$ cat config.mk
export PLATFORM = sky130hd
export DESIGN_NAME = asc_serial_ctrl
export DESIGN_NICKNAME = d
export VERILOG_FILES = /design/src/inc/asc_pkg.sv /design/src/inc/asc_buf_if.sv /design/src/hdl/asc_result_buf.sv /design/src/hdl/asc_serial_ctrl.sv
export SDC_FILE = /design/constraint.sdc
export NUM_CORES = 1
export LEC_CHECK = 0
export ABC_AREA = 1
export BUFFER_PORTS_ARGS = -buffer_cell sky130_fd_sc_hd__clkbuf_2
export CORE_MARGIN = 3
export CORE_UTILIZATION = 56
export DETAILED_ROUTE_END_ITERATION = 10
export PLACE_DENSITY = 0.8
export SLEW_MARGIN = 20
export SYNTH_ARGS = -nofsm -noshare
export SYNTH_HDL_FRONTEND = slang
export SYNTH_SLANG_ARGS = --single-unit
$ cat constraint.sdc
create_clock -name i_clk_sys -period 2.5 [get_ports i_clk_sys]
set_clock_uncertainty 0.05 [all_clocks]
set_input_delay 0.25 -clock i_clk_sys [delete_from_list [all_inputs] [get_ports i_clk_sys]]
set_output_delay 0.25 -clock i_clk_sys [all_outputs]
set_load 0.005 [all_outputs]
$ cat src/inc/asc_pkg.sv
// Shared constants and types of the serial conversion controller.
package asc_pkg;
    localparam int CLK_PERIOD_NS = 100;
    localparam int SW_START_NS   = 400;
    localparam int SW_START_CYC  = (SW_START_NS + CLK_PERIOD_NS - 1) / CLK_PERIOD_NS;
    localparam int CONV_TIME_NS  = 2300;
    localparam int CONV_CYC      = CONV_TIME_NS / CLK_PERIOD_NS;
    localparam int WORD_BITS     = 10;
    localparam int BUF_DEPTH     = 2;

    localparam logic [3:0] WR_BITS = 4'hA;
    localparam logic [3:0] RD_BITS = 4'hA;
    localparam logic [4:0] SW_START_LOAD = 5'(SW_START_CYC - 1);
    localparam logic [4:0] CONV_LOAD     = 5'(CONV_CYC - 1);

    localparam int CW_ADDR_BIT   = 8;
    localparam int CW_PD_HI      = 7;
    localparam int CW_PD_LO      = 6;
    localparam int CW_CH_HI      = 5;
    localparam int CW_CH_LO      = 2;
    localparam int CW_SWCONV_BIT = 1;
    localparam int CW_EXTERNAL_REF_SELECT_BIT = 0;
    localparam logic [9:0] CW_SWCONV_MASK = 10'h002;
    localparam logic [9:0] CTRL_RESET     = 10'h000;

    localparam logic [1:0] PD_FULL_NOW    = 2'h0;
    localparam logic [1:0] PD_PARTIAL_EOC = 2'h1;
    localparam logic [1:0] PD_FULL_EOC    = 2'h2;
    localparam logic [1:0] PD_POWER_UP    = 2'h3;

    localparam logic [7:0] ADDR_STATUS  = 8'h00;
    localparam logic [7:0] ADDR_CONFIG  = 8'h04;
    localparam logic       CONFIG_RESET = 1'h1;

    localparam int PIN_SCLK = 0;
    localparam int PIN_WFS  = 1;
    localparam int PIN_RFS  = 2;
    localparam int PIN_DIN  = 3;
    localparam int PIN_TRIG = 4;
    localparam int PIN_PKG  = 5;

    typedef enum logic [3:0] {
        CV_IDLE = 4'b0001,
        CV_WAIT = 4'b0010,
        CV_BUSY = 4'b0100,
        CV_PUSH = 4'b1000
    } asc_conv_type;

    typedef enum logic [2:0] {
        PW_FULL    = 3'b001,
        PW_PARTIAL = 3'b010,
        PW_UP      = 3'b100
    } asc_power_type;
endpackage
$ cat src/inc/asc_buf_if.sv
// Handshake carrier between the controller and its result buffer.
`timescale 1ns/1ns
interface asc_buf_if;
    import asc_pkg::*;
    logic                 in_valid;
    logic                 in_ready;
    logic [WORD_BITS-1:0] in_data;
    logic                 out_valid;
    logic                 out_ready;
    logic [WORD_BITS-1:0] out_data;
    modport buffer (input in_valid, in_data, out_ready, output in_ready, out_valid, out_data);
    modport user   (output in_valid, in_data, out_ready, input in_ready, out_valid, out_data);
endinterface

$ cat src/hdl/asc_result_buf.sv
// Two-entry result buffer with valid and ready on both sides.
`timescale 1ns/1ns
module asc_result_buf
    import asc_pkg::*;
(
    // Clock and reset.
    input wire logic i_clk_sys,
    input wire logic i_arst_n,
    // Buffer handshake.
    asc_buf_if.buffer bus
);
    logic [WORD_BITS-1:0] mem_reg [BUF_DEPTH];
    logic                 wr_ptr_reg;
    logic                 rd_ptr_reg;
    logic [1:0]           count_reg;

    wire push = bus.in_valid & bus.in_ready;
    wire pop  = bus.out_valid & bus.out_ready;

    assign bus.in_ready  = count_reg != 2'(BUF_DEPTH);
    assign bus.out_valid = count_reg != 2'h0;
    assign bus.out_data  = mem_reg[rd_ptr_reg];

    always_ff @(posedge i_clk_sys or negedge i_arst_n) begin
        if (!i_arst_n) begin
            wr_ptr_reg <= 1'b0;
            rd_ptr_reg <= 1'b0;
            count_reg  <= 2'h0;
            mem_reg[0] <= 10'h000;
            mem_reg[1] <= 10'h000;
        end else begin
            if (push) begin
                mem_reg[wr_ptr_reg] <= bus.in_data;
                wr_ptr_reg          <= ~wr_ptr_reg;
            end
            if (pop) begin
                rd_ptr_reg <= ~rd_ptr_reg;
            end
            count_reg <= count_reg + {1'b0, push} - {1'b0, pop};
        end
    end
endmodule

$ cat src/hdl/asc_serial_ctrl.sv
// Serial control, conversion start and result read-out of a 10-bit sampling converter.
//
// Functional notes
// - After write sync falls, capture ten control bits on shift clock falling edges.
// - Host gives thirteen clocks per write; only the first ten bits are kept.
// - Output changes on rising shift clock edges; input sampled on falling edges.
// - Serial output released on the eleventh rising shift clock edge of a read.
// - Shift clock ignored for reading until read sync rises.
// - Read sync rise enables the bit counter; it resets when the read ends.
// - Trigger falling edge puts track/hold into hold and starts a conversion.
// - Trigger level at end of conversion decides power-down.
// - Package select pin and address bit let two devices share a bus.
// - Word with mismatching address dropped; only last addressed device drives reads.
// - Software convert bit starts conversion 400 ns later, cleared at end.
// - Power-down select: 00 off now, 01 partial, 10 full, 11 up.
// - Control word resets to zero, so the device starts powered down.
//
// The register offsets and register access over APB were decided locally.
`timescale 1ns/1ns
module asc_serial_ctrl
    import asc_pkg::*;
(
    // Clock and reset.
    input  wire logic        i_clk_sys,
    input  wire logic        i_arst_n,
    // APB slave.
    input  wire logic        i_psel,
    input  wire logic        i_penable,
    input  wire logic        i_pwrite,
    input  wire logic [7:0]  i_paddr,
    input  wire logic [31:0] i_pwdata,
    output logic      [31:0] o_prdata,
    output logic             o_pready,
    output logic             o_pslverr,
    // Serial link pins.
    input  wire logic        i_shift_clk,
    input  wire logic        i_write_frame_sync,
    input  wire logic        i_read_frame_sync,
    input  wire logic        i_serial_in,
    output logic             o_serial_out,
    output logic             o_serial_out_en,
    // Converter pins and core.
    input  wire logic        i_conversion_trigger,
    input  wire logic        i_package_select,
    input  wire logic [9:0]  i_conv_result,
    output logic             o_hold,
    output logic             o_power_full,
    output logic             o_power_partial,
    output logic             o_external_ref_select,
    output logic      [3:0]  o_channel_cfg
);
    function automatic logic rise_edge(input logic cur, input logic prev);
        return cur & ~prev;
    endfunction

    function automatic logic fall_edge(input logic cur, input logic prev);
        return prev & ~cur;
    endfunction

    // Pin synchronisers; only sync2 and prev are read by logic.
    logic [5:0] sync1_reg;
    logic [5:0] sync2_reg;
    logic [5:0] prev_reg;

    always_ff @(posedge i_clk_sys or negedge i_arst_n) begin
        if (!i_arst_n) begin
            sync1_reg <= 6'h00;
            sync2_reg <= 6'h00;
            prev_reg  <= 6'h00;
        end else begin
            sync1_reg <= {i_package_select, i_conversion_trigger, i_serial_in,
                          i_read_frame_sync, i_write_frame_sync, i_shift_clk};
            sync2_reg <= sync1_reg;
            prev_reg  <= sync2_reg;
        end
    end

    wire s_din     = sync2_reg[PIN_DIN];
    wire s_trig    = sync2_reg[PIN_TRIG];
    wire s_pkg     = sync2_reg[PIN_PKG];
    wire sclk_rise = rise_edge(sync2_reg[PIN_SCLK], prev_reg[PIN_SCLK]);
    wire sclk_fall = fall_edge(sync2_reg[PIN_SCLK], prev_reg[PIN_SCLK]);
    wire wfs_fall  = fall_edge(sync2_reg[PIN_WFS], prev_reg[PIN_WFS]);
    wire rfs_rise  = rise_edge(sync2_reg[PIN_RFS], prev_reg[PIN_RFS]);
    wire trig_fall = fall_edge(s_trig, prev_reg[PIN_TRIG]);
    wire trig_rise = rise_edge(s_trig, prev_reg[PIN_TRIG]);

    // Registers seen by software and state shared by the paths.
    logic          cfg_enable_reg;
    logic [9:0]    ctrl_reg;
    logic          sel_reg;
    asc_conv_type  cv_reg;
    asc_conv_type  cv_next;
    logic [4:0]    cv_cnt_reg;
    logic [4:0]    cv_cnt_next;
    asc_power_type pw_reg;
    asc_power_type pw_next;

    // Control word write path.
    logic       wr_armed_reg;
    logic [3:0] wr_cnt_reg;
    logic [9:0] wr_shift_reg;

    wire       wr_start   = wfs_fall & cfg_enable_reg;
    wire       wr_bit     = wr_armed_reg & sclk_fall;
    wire [3:0] wr_cnt_inc = wr_cnt_reg + 4'h1;
    wire       word_done  = wr_bit & (wr_cnt_inc == WR_BITS);
    wire [9:0] wr_word    = {wr_shift_reg[8:0], s_din};
    wire       addr_match = wr_word[CW_ADDR_BIT] == s_pkg;
    wire       word_load  = word_done & addr_match;

    always_ff @(posedge i_clk_sys or negedge i_arst_n) begin
        if (!i_arst_n) begin
            wr_armed_reg <= 1'b0;
            wr_cnt_reg   <= 4'h0;
            wr_shift_reg <= 10'h000;
            sel_reg      <= 1'b0;
        end else if (wr_start) begin
            wr_armed_reg <= 1'b1;
            wr_cnt_reg   <= 4'h0;
        end else if (wr_bit) begin
            wr_shift_reg <= wr_word;
            wr_cnt_reg   <= wr_cnt_inc;
            if (word_done) begin
                wr_armed_reg <= 1'b0;
                sel_reg      <= addr_match;
            end
        end
    end

    // Control word; a new word wins over the end-of-conversion clear.
    wire       conv_end  = (cv_reg == CV_BUSY) && (cv_cnt_reg == 5'h00);
    wire [9:0] ctrl_next = word_load ? wr_word
                         : conv_end  ? (ctrl_reg & ~CW_SWCONV_MASK)
                         : ctrl_reg;
    wire [1:0] pd_sel    = ctrl_reg[CW_PD_HI:CW_PD_LO];
    wire [1:0] wr_pd     = wr_word[CW_PD_HI:CW_PD_LO];

    always_ff @(posedge i_clk_sys or negedge i_arst_n) begin
        if (!i_arst_n) begin
            ctrl_reg <= CTRL_RESET;
        end else begin
            ctrl_reg <= ctrl_next;
        end
    end

    // Conversion sequencing.
    asc_buf_if rbuf ();
    wire hw_start = trig_fall && (pd_sel != PD_FULL_NOW);
    wire sw_start = word_load && wr_word[CW_SWCONV_BIT] && (wr_pd != PD_FULL_NOW);

    always_comb begin
        cv_next     = cv_reg;
        cv_cnt_next = cv_cnt_reg;
        case (cv_reg)
            CV_IDLE: begin
                if (sw_start) begin
                    cv_next     = CV_WAIT;
                    cv_cnt_next = SW_START_LOAD;
                end else if (hw_start) begin
                    cv_next     = CV_BUSY;
                    cv_cnt_next = CONV_LOAD;
                end
            end
            CV_WAIT: begin
                if (cv_cnt_reg == 5'h00) begin
                    cv_next     = CV_BUSY;
                    cv_cnt_next = CONV_LOAD;
                end else begin
                    cv_cnt_next = cv_cnt_reg - 5'h01;
                end
            end
            CV_BUSY: begin
                if (conv_end) begin
                    cv_next = CV_PUSH;
                end else begin
                    cv_cnt_next = cv_cnt_reg - 5'h01;
                end
            end
            CV_PUSH: begin
                if (rbuf.in_ready) begin
                    cv_next = CV_IDLE;
                end
            end
            default: begin
                cv_next     = CV_IDLE;
                cv_cnt_next = 5'h00;
            end
        endcase
    end

    // Power decision; codes 00 and 11 override the end-of-conversion choice.
    always_comb begin
        case (pd_sel)
            PD_FULL_NOW: pw_next = PW_FULL;
            PD_POWER_UP: pw_next = PW_UP;
            default: begin
                if (conv_end) begin
                    pw_next = s_trig ? PW_UP
                            : (pd_sel == PD_PARTIAL_EOC) ? PW_PARTIAL : PW_FULL;
                end else if (trig_rise || cv_reg == CV_WAIT || cv_reg == CV_BUSY) begin
                    pw_next = PW_UP;
                end else begin
                    pw_next = pw_reg;
                end
            end
        endcase
    end

    logic [9:0] held_result_reg;

    always_ff @(posedge i_clk_sys or negedge i_arst_n) begin
        if (!i_arst_n) begin
            cv_reg          <= CV_IDLE;
            cv_cnt_reg      <= 5'h00;
            pw_reg          <= PW_FULL;
            held_result_reg <= 10'h000;
            o_hold          <= 1'b0;
        end else begin
            cv_reg     <= cv_next;
            cv_cnt_reg <= cv_cnt_next;
            pw_reg     <= pw_next;
            o_hold     <= cv_next == CV_BUSY;
            if (conv_end) begin
                held_result_reg <= i_conv_result;
            end
        end
    end

    // A full buffer keeps the converter in the push state, so no result is lost.
    assign rbuf.in_valid = cv_reg == CV_PUSH;
    assign rbuf.in_data  = held_result_reg;

    asc_result_buf u_buf (
        .i_clk_sys (i_clk_sys),
        .i_arst_n  (i_arst_n),
        .bus       (rbuf.buffer)
    );

    // Result read path.
    logic       rd_active_reg;
    logic [3:0] rd_cnt_reg;
    logic [9:0] rd_shift_reg;
    logic [9:0] last_result_reg;

    wire rd_start = rfs_rise & cfg_enable_reg & sel_reg & ~rd_active_reg;
    wire rd_edge  = rd_active_reg & sclk_rise;
    wire rd_last  = rd_cnt_reg == RD_BITS;
    assign rbuf.out_ready = rd_start;

    always_ff @(posedge i_clk_sys or negedge i_arst_n) begin
        if (!i_arst_n) begin
            rd_active_reg   <= 1'b0;
            rd_cnt_reg      <= 4'h0;
            rd_shift_reg    <= 10'h000;
            last_result_reg <= 10'h000;
            o_serial_out    <= 1'b0;
            o_serial_out_en <= 1'b0;
        end else if (rd_start) begin
            rd_active_reg <= 1'b1;
            rd_cnt_reg    <= 4'h0;
            if (rbuf.out_valid) begin
                rd_shift_reg    <= rbuf.out_data;
                last_result_reg <= rbuf.out_data;
            end else begin
                rd_shift_reg <= last_result_reg;
            end
        end else if (rd_edge) begin
            if (rd_last) begin
                o_serial_out_en <= 1'b0;
                rd_active_reg   <= 1'b0;
                rd_cnt_reg      <= 4'h0;
            end else begin
                o_serial_out    <= rd_shift_reg[9];
                o_serial_out_en <= 1'b1;
                rd_shift_reg    <= {rd_shift_reg[8:0], 1'b0};
                rd_cnt_reg      <= rd_cnt_reg + 4'h1;
            end
        end
    end

    // APB slave; one wait state so that read data come from a flip-flop.
    wire        apb_acc    = i_psel & i_penable;
    wire        apb_commit = apb_acc & o_pready;
    wire        hit_status = i_paddr == ADDR_STATUS;
    wire        hit_config = i_paddr == ADDR_CONFIG;
    wire [31:0] status_word = {16'h0000, rd_active_reg, pw_reg, cv_reg != CV_IDLE, sel_reg, ctrl_reg};
    wire [31:0] read_mux   = hit_status ? status_word
                           : hit_config ? {31'h00000000, cfg_enable_reg}
                           : 32'h00000000;

    always_ff @(posedge i_clk_sys or negedge i_arst_n) begin
        if (!i_arst_n) begin
            o_pready       <= 1'b0;
            o_prdata       <= 32'h00000000;
            o_pslverr      <= 1'b0;
            cfg_enable_reg <= CONFIG_RESET;
        end else begin
            o_pready <= apb_acc & ~o_pready;
            if (apb_acc & ~o_pready) begin
                o_prdata  <= read_mux;
                o_pslverr <= ~(hit_status | hit_config);
            end
            if (apb_commit & i_pwrite & hit_config) begin
                cfg_enable_reg <= i_pwdata[0];
            end
        end
    end

    // The host sets this bit for an external or supply reference.
    assign o_external_ref_select = ctrl_reg[CW_EXTERNAL_REF_SELECT_BIT];
    assign o_channel_cfg         = ctrl_reg[CW_CH_HI:CW_CH_LO];
    assign o_power_full          = pw_reg[0];
    assign o_power_partial       = pw_reg[1];
endmodule

After elaboration in Yosys (flattened, before gate mapping):

Cells that the tools add are included.

* bits in registers: 151
* bits in latches: 0
* RAM bits: 0
* ROM bits: 0
* bits of input ports: 61
* word-level logic and storage cells: 161
* memories: 0

* add/sub/neg operators: 5
* multipliers: 0
* div/mod/pow operators: 0
* order comparisons: 3
* eq/ne operators: 16
* shift operators: 0
* muxes and demuxes: 42
* bitwise operators: 39
* reductions and logical operators: 27

Operators with widths (number)
* $mux 10: 9
* $mux 4: 10
* $and 1x1->1: 21
* $bwmux 20: 1
* $mux 5: 4
* $pmux 5 s4: 1
* $mux 16: 1
* $pmux 4 s4: 1
* $reduce_bool 2->1: 8
* $not 1->1: 15
* $eq 4x4->1 const B: 3
* $demux 10 s1: 1
* $reduce_and 2->1: 5
* $mux 3: 3
* $reduce_and 3->1: 3
* $add 4x1->4 const B: 2
* $eq 4x3->1 const B: 2
* $eq 8x3->1 const B: 1
* $logic_not 8->1: 1
* $mux 1: 8
* $pmux 3 s2: 1
* $logic_and 1x1->1: 5
* $logic_not 5->1: 1
* $sub 5x1->5 const B: 1
* 19 further kinds: 24

Longest topological paths before layout:

* word-level depth: 10
* gate-level depth with buffers: 12
* mapped depth without buffers: 11

Modules after synthesis:

A second synthesis with hierarchy kept.

* cell total of the unflattened synthesis: 693
* area, all modules: 6110.9 um^2

By module, submodules not included
* asc_serial_ctrl: instances 1, cells each 541, area an instance 4897.2 um^2, seq. area each 2756.4 um^2
* asc_result_buf: instances 1, cells each 152, area an instance 1213.7 um^2, seq. area each 600.6 um^2

Least setup slack after synthesis:

OpenSTA, ideal clock, no wires.

* kind: reg-to-reg
* start: register cfg_enable_reg
* end: register u_buf.count_reg[1]
* setup time: 0.079 ns
* data arrival time: 1.784 ns
* required time: 2.371 ns
* setup slack: 0.587 ns
* stages on the path, launching flop included: 10
* cells stage by stage: dfstp_2 > inv_1 > nor3_1 > nand3_1 > nor2_1 > ha_1 > inv_1 > ha_1 > xnor2_1 > xor2_1

* cells in the longest elaborated chain, start to end: 5

RTL lines
* start: declaration: RTL line asc_serial_ctrl.sv:89 `logic cfg_enable_reg;`
* start signal: assignment: RTL line asc_serial_ctrl.sv:305 `cfg_enable_reg <= i_pwdata[0];`
* $and 1x1->1 (3 in a row): RTL line asc_serial_ctrl.sv:246 `wire rd_start = rfs_rise & cfg_enable_reg & sel_reg & ~rd_active_reg;`
* $and 1x1->1: RTL line asc_result_buf.sv:18 `wire pop = bus.out_valid & bus.out_ready;`
* via u_buf.pop: RTL line asc_result_buf.sv:18
* $sub 2x1->2: RTL line asc_result_buf.sv:39 `count_reg <= count_reg + {1'b0, push} - {1'b0, pop};`
* end signal: assignment: RTL line asc_result_buf.sv:39
* end: declaration: RTL line asc_result_buf.sv:15 `logic [1:0] count_reg;`

The timed path passes the listed nets, and every way through them passes these cells.
A chain may end at the register's enable or synchronous reset.

Worst setup path after layout:

* start: input port i_penable
* end: register o_prdata[8]

* cells in the longest elaborated chain, start to end: 2

RTL lines
* start: declaration: RTL line asc_serial_ctrl.sv:28 `input wire logic i_penable,`
* $and 1x1->1: RTL line asc_serial_ctrl.sv:283 `wire apb_acc = i_psel & i_penable;`
* $and 1x1->1: RTL line asc_serial_ctrl.sv:300 `if (apb_acc & ~o_pready) begin`
* end signal: assignment: RTL line asc_serial_ctrl.sv:301 `o_prdata <= read_mux;`
* end: declaration: RTL line asc_serial_ctrl.sv:32 `output logic [31:0] o_prdata,`

No other way between the ends.

==> flow_summary.toml <==
[critical_path]
required_ns = 2.88
cp_common_cell = "dlygate4sd3_1"
slowest_delay_ns = 0.60
slowest_stage = "dlygate4sd3_1"
crit_arrival_ns = 2.52
end_kind = "register"
path_cells = "dlygate4sd3_1 > clkbuf_2 > nand2_1 > dlygate4sd3_1 > nor2_4 > clkinv_1 > buf_4 > o31ai_1"
crit_path_max_fanout = 21
crit_type = "primary input to register"
critPathLaunchType = "primary input"

[clock_network]
cts.clk_slew.worst_paths_ns = 0.06
cts_tree = "done"
cts_buffer_depth = 2
cts_buffers = 17
htreeDepth = 4
clock-sinks = 134
cts-root-buf = "clkbuf_8"
insertion_delay_ns = 0.53

[sta]
finalHoldViolations = 0
max_freq_mhz = 467
finalSetupTns_ns = 0
rsz0062_at_grt = "false"
setup_viol = 0
worst_pin_slew_ns = 0.704
worst_slack_ns = 0.360
period_share = 0.856
maxSlewViolCount = 0
period_needed_ns = 2.14
slew_headroom = 0.524

[pwr]
leakagePower_nw = 3.59
p_sw_mw = 1.25
swShare = 0.224
cell_internal_pwr_mw = 4.34
clkPwrFrac = 0.488
p_per_area_mw_per_mm2 = 788
irDropWorstVdd_mv = 0.692
power_frac_comb = 0.085
p_seq_frac = 0.427

[die]
dieWidth_um = 108
rows = 36
start_util = 0.588
die_h_um = 108
io_pins = 105
core_area_sq_mm = 0.0100
die-area_sq_mm = 0.0118

[detailed_routing]
first_pass_iters = 4
drtIter0Drc = 256
wire_per_inst_um = 13.8
vias = 4525
drcViolationCount = 0
wl_um = 12000
vias_per_cell = 5.22
antenna_left = 0

[synth]
synth_area_leaders = "dfrtp_1 (56%), nand2_1 (11%), o21ai_0 (4.0%)"
netlist-cell-type-count = 37
yosysTopAreaCell = "dfrtp_1"
ys.flop_type = "dfrtp_1"
synth_top_area_frac = 0.558
synth-edff-count = 0
yosysSeqAreaShare = 0.571
synth-seq-cells = 134
syn_area_sq_mm = 0.00588
avgSynthCellArea_sq_um = 9.21
yosys-top-cells-count = "nand2_1 (172), dfrtp_1 (131), inv_1 (55)"
synthCells = 638
yosysWarnings = 0
synth.most_common_cell = "nand2_1"
synthArstFlopShare = 1.00

[layout]
drive_above_1_share = 0.184
syn_to_final_growth_pct = 20.8
num_antenna_cells = 0
largest_reg_flops = 20
final_net_count = 791

[placement]
hpwlAfterDp_um = 7850
gp_congestion = 0.814
dp_slack_ns = 0.381
placement.io_buffers = 57

[grt]
antenna_found_initial = 0
grt_overflow = 0
grt_pass1_wl_um = 20500
grt_pass1_vias = 4497
grt_usage = 0.224
grt_max_degree = 56

[hold_path]
hp-class = "primary input to register"

[flow_run]
drv_cap = 0

[outcome]
outcome = "completed"
through the flow:
stage	cell area (sq um)	util	power [mW]	std cells	hold slack, ns
2_1_floorplan	5930	-	2.72	653	-0.0956
3_3_place_gp	6220	0.622	2.83	813	0.244
3_5_place_dp	6220	0.622	2.87	813	0.250
4_1_cts	7100	0.710	5.64	867	0.0485
5_1_grt	7100	0.710	5.82	867	0.0587
6_report	7100	0.710	5.60	867	0.0738
layout make-up:
type                       instances  area, sq um
clock buffer                      22          453
clock inverter                     9          198
fill                             719         2900
inverter                          65          244
multi-input combinational        414         2080
sequential                       134         3360
tap                              133          166
timing repair buffer              90          606
path summary, 6_finish.rpt:
path	from	to	slack [ns]	cells past startpoint
worst max-delay path	i_penable	o_prdata[8]	0.36	8
worst min-delay path	i_paddr[3]	o_prdata[0]	0.07	4
min in group asynchronous	i_arst_n	sync2_reg[3]	0.23	2
worst min register to register	sync1_reg[4]	sync2_reg[4]	0.30	0
worst max register to register	cfg_enable_reg	u_buf.count_reg[1]	0.36	9
max in group asynchronous	i_arst_n	cv_reg[0]	1.41	3
timing repair:
item,4_1_cts,5_1_grt
buffers inserted,0,0
gates resized for setup,0,0
hold buffers,23,0
setup endpoints to repair,0,0
endpoints found under the hold margin,65,0
power groups by stage:
stage          Combinational, mW  Clock [mW]  Sequential (mW)
3_5_place_dp               0.440           0             2.43
2_1_floorplan              0.317           0             2.40
6_report                   0.474        2.73             2.39
4_1_cts                    0.475        2.77             2.39
3_3_place_gp               0.417           0             2.42
5_1_grt                    0.548        2.87             2.40
cell families after synthesis:
kind of cell | synth area share
and+or+nand+nor | 0.207
DFF | 0.571
adders and majority gates | 0.0170
AOI/OAI and AO/OA | 0.111
other | 0.000638
xor gates and xnor gates | 0.00894
buffers and inverters | 0.0848
metal layers:
metal	vias up	share of wire	global-route usage
li1	2215	-	-
met1	2203	0.44	0.279
met2	88	0.50	0.370
met3	19	0.044	0.0621
met4	0	0.017	0.0947
met5	-	0	0
cell usage in the layout, fill, tap and decap left out, types with 4 or more instances in the layout:
cell           count
nand2_1          172
dfrtp_1          131
clkbuf_2          56
inv_1             55
o21ai_0           47
nor2_1            35
nand3_1           28
dlygate4sd3_1     23
a21oi_1           18
conb_1            16
clkbuf_16         16
o211ai_1          12
nand4_1           11
nand2_2           10
o21ai_2           10
buf_4             10
o31ai_1            9
inv_2              8
nor3_1             8
ha_1               8
bufinv_16          6
o21ai_1            5
xor2_1             4
o22ai_1            4
worst max-delay path: cells and delay by family:
family	cells	cell delay (ns)
buffers and inverters	5	1.71
AND/OR/NAND/NOR	2	0.30
AO/OA/AOI/OAI	1	0.26
Note: power is estimated with default switching activity, not from simulation.
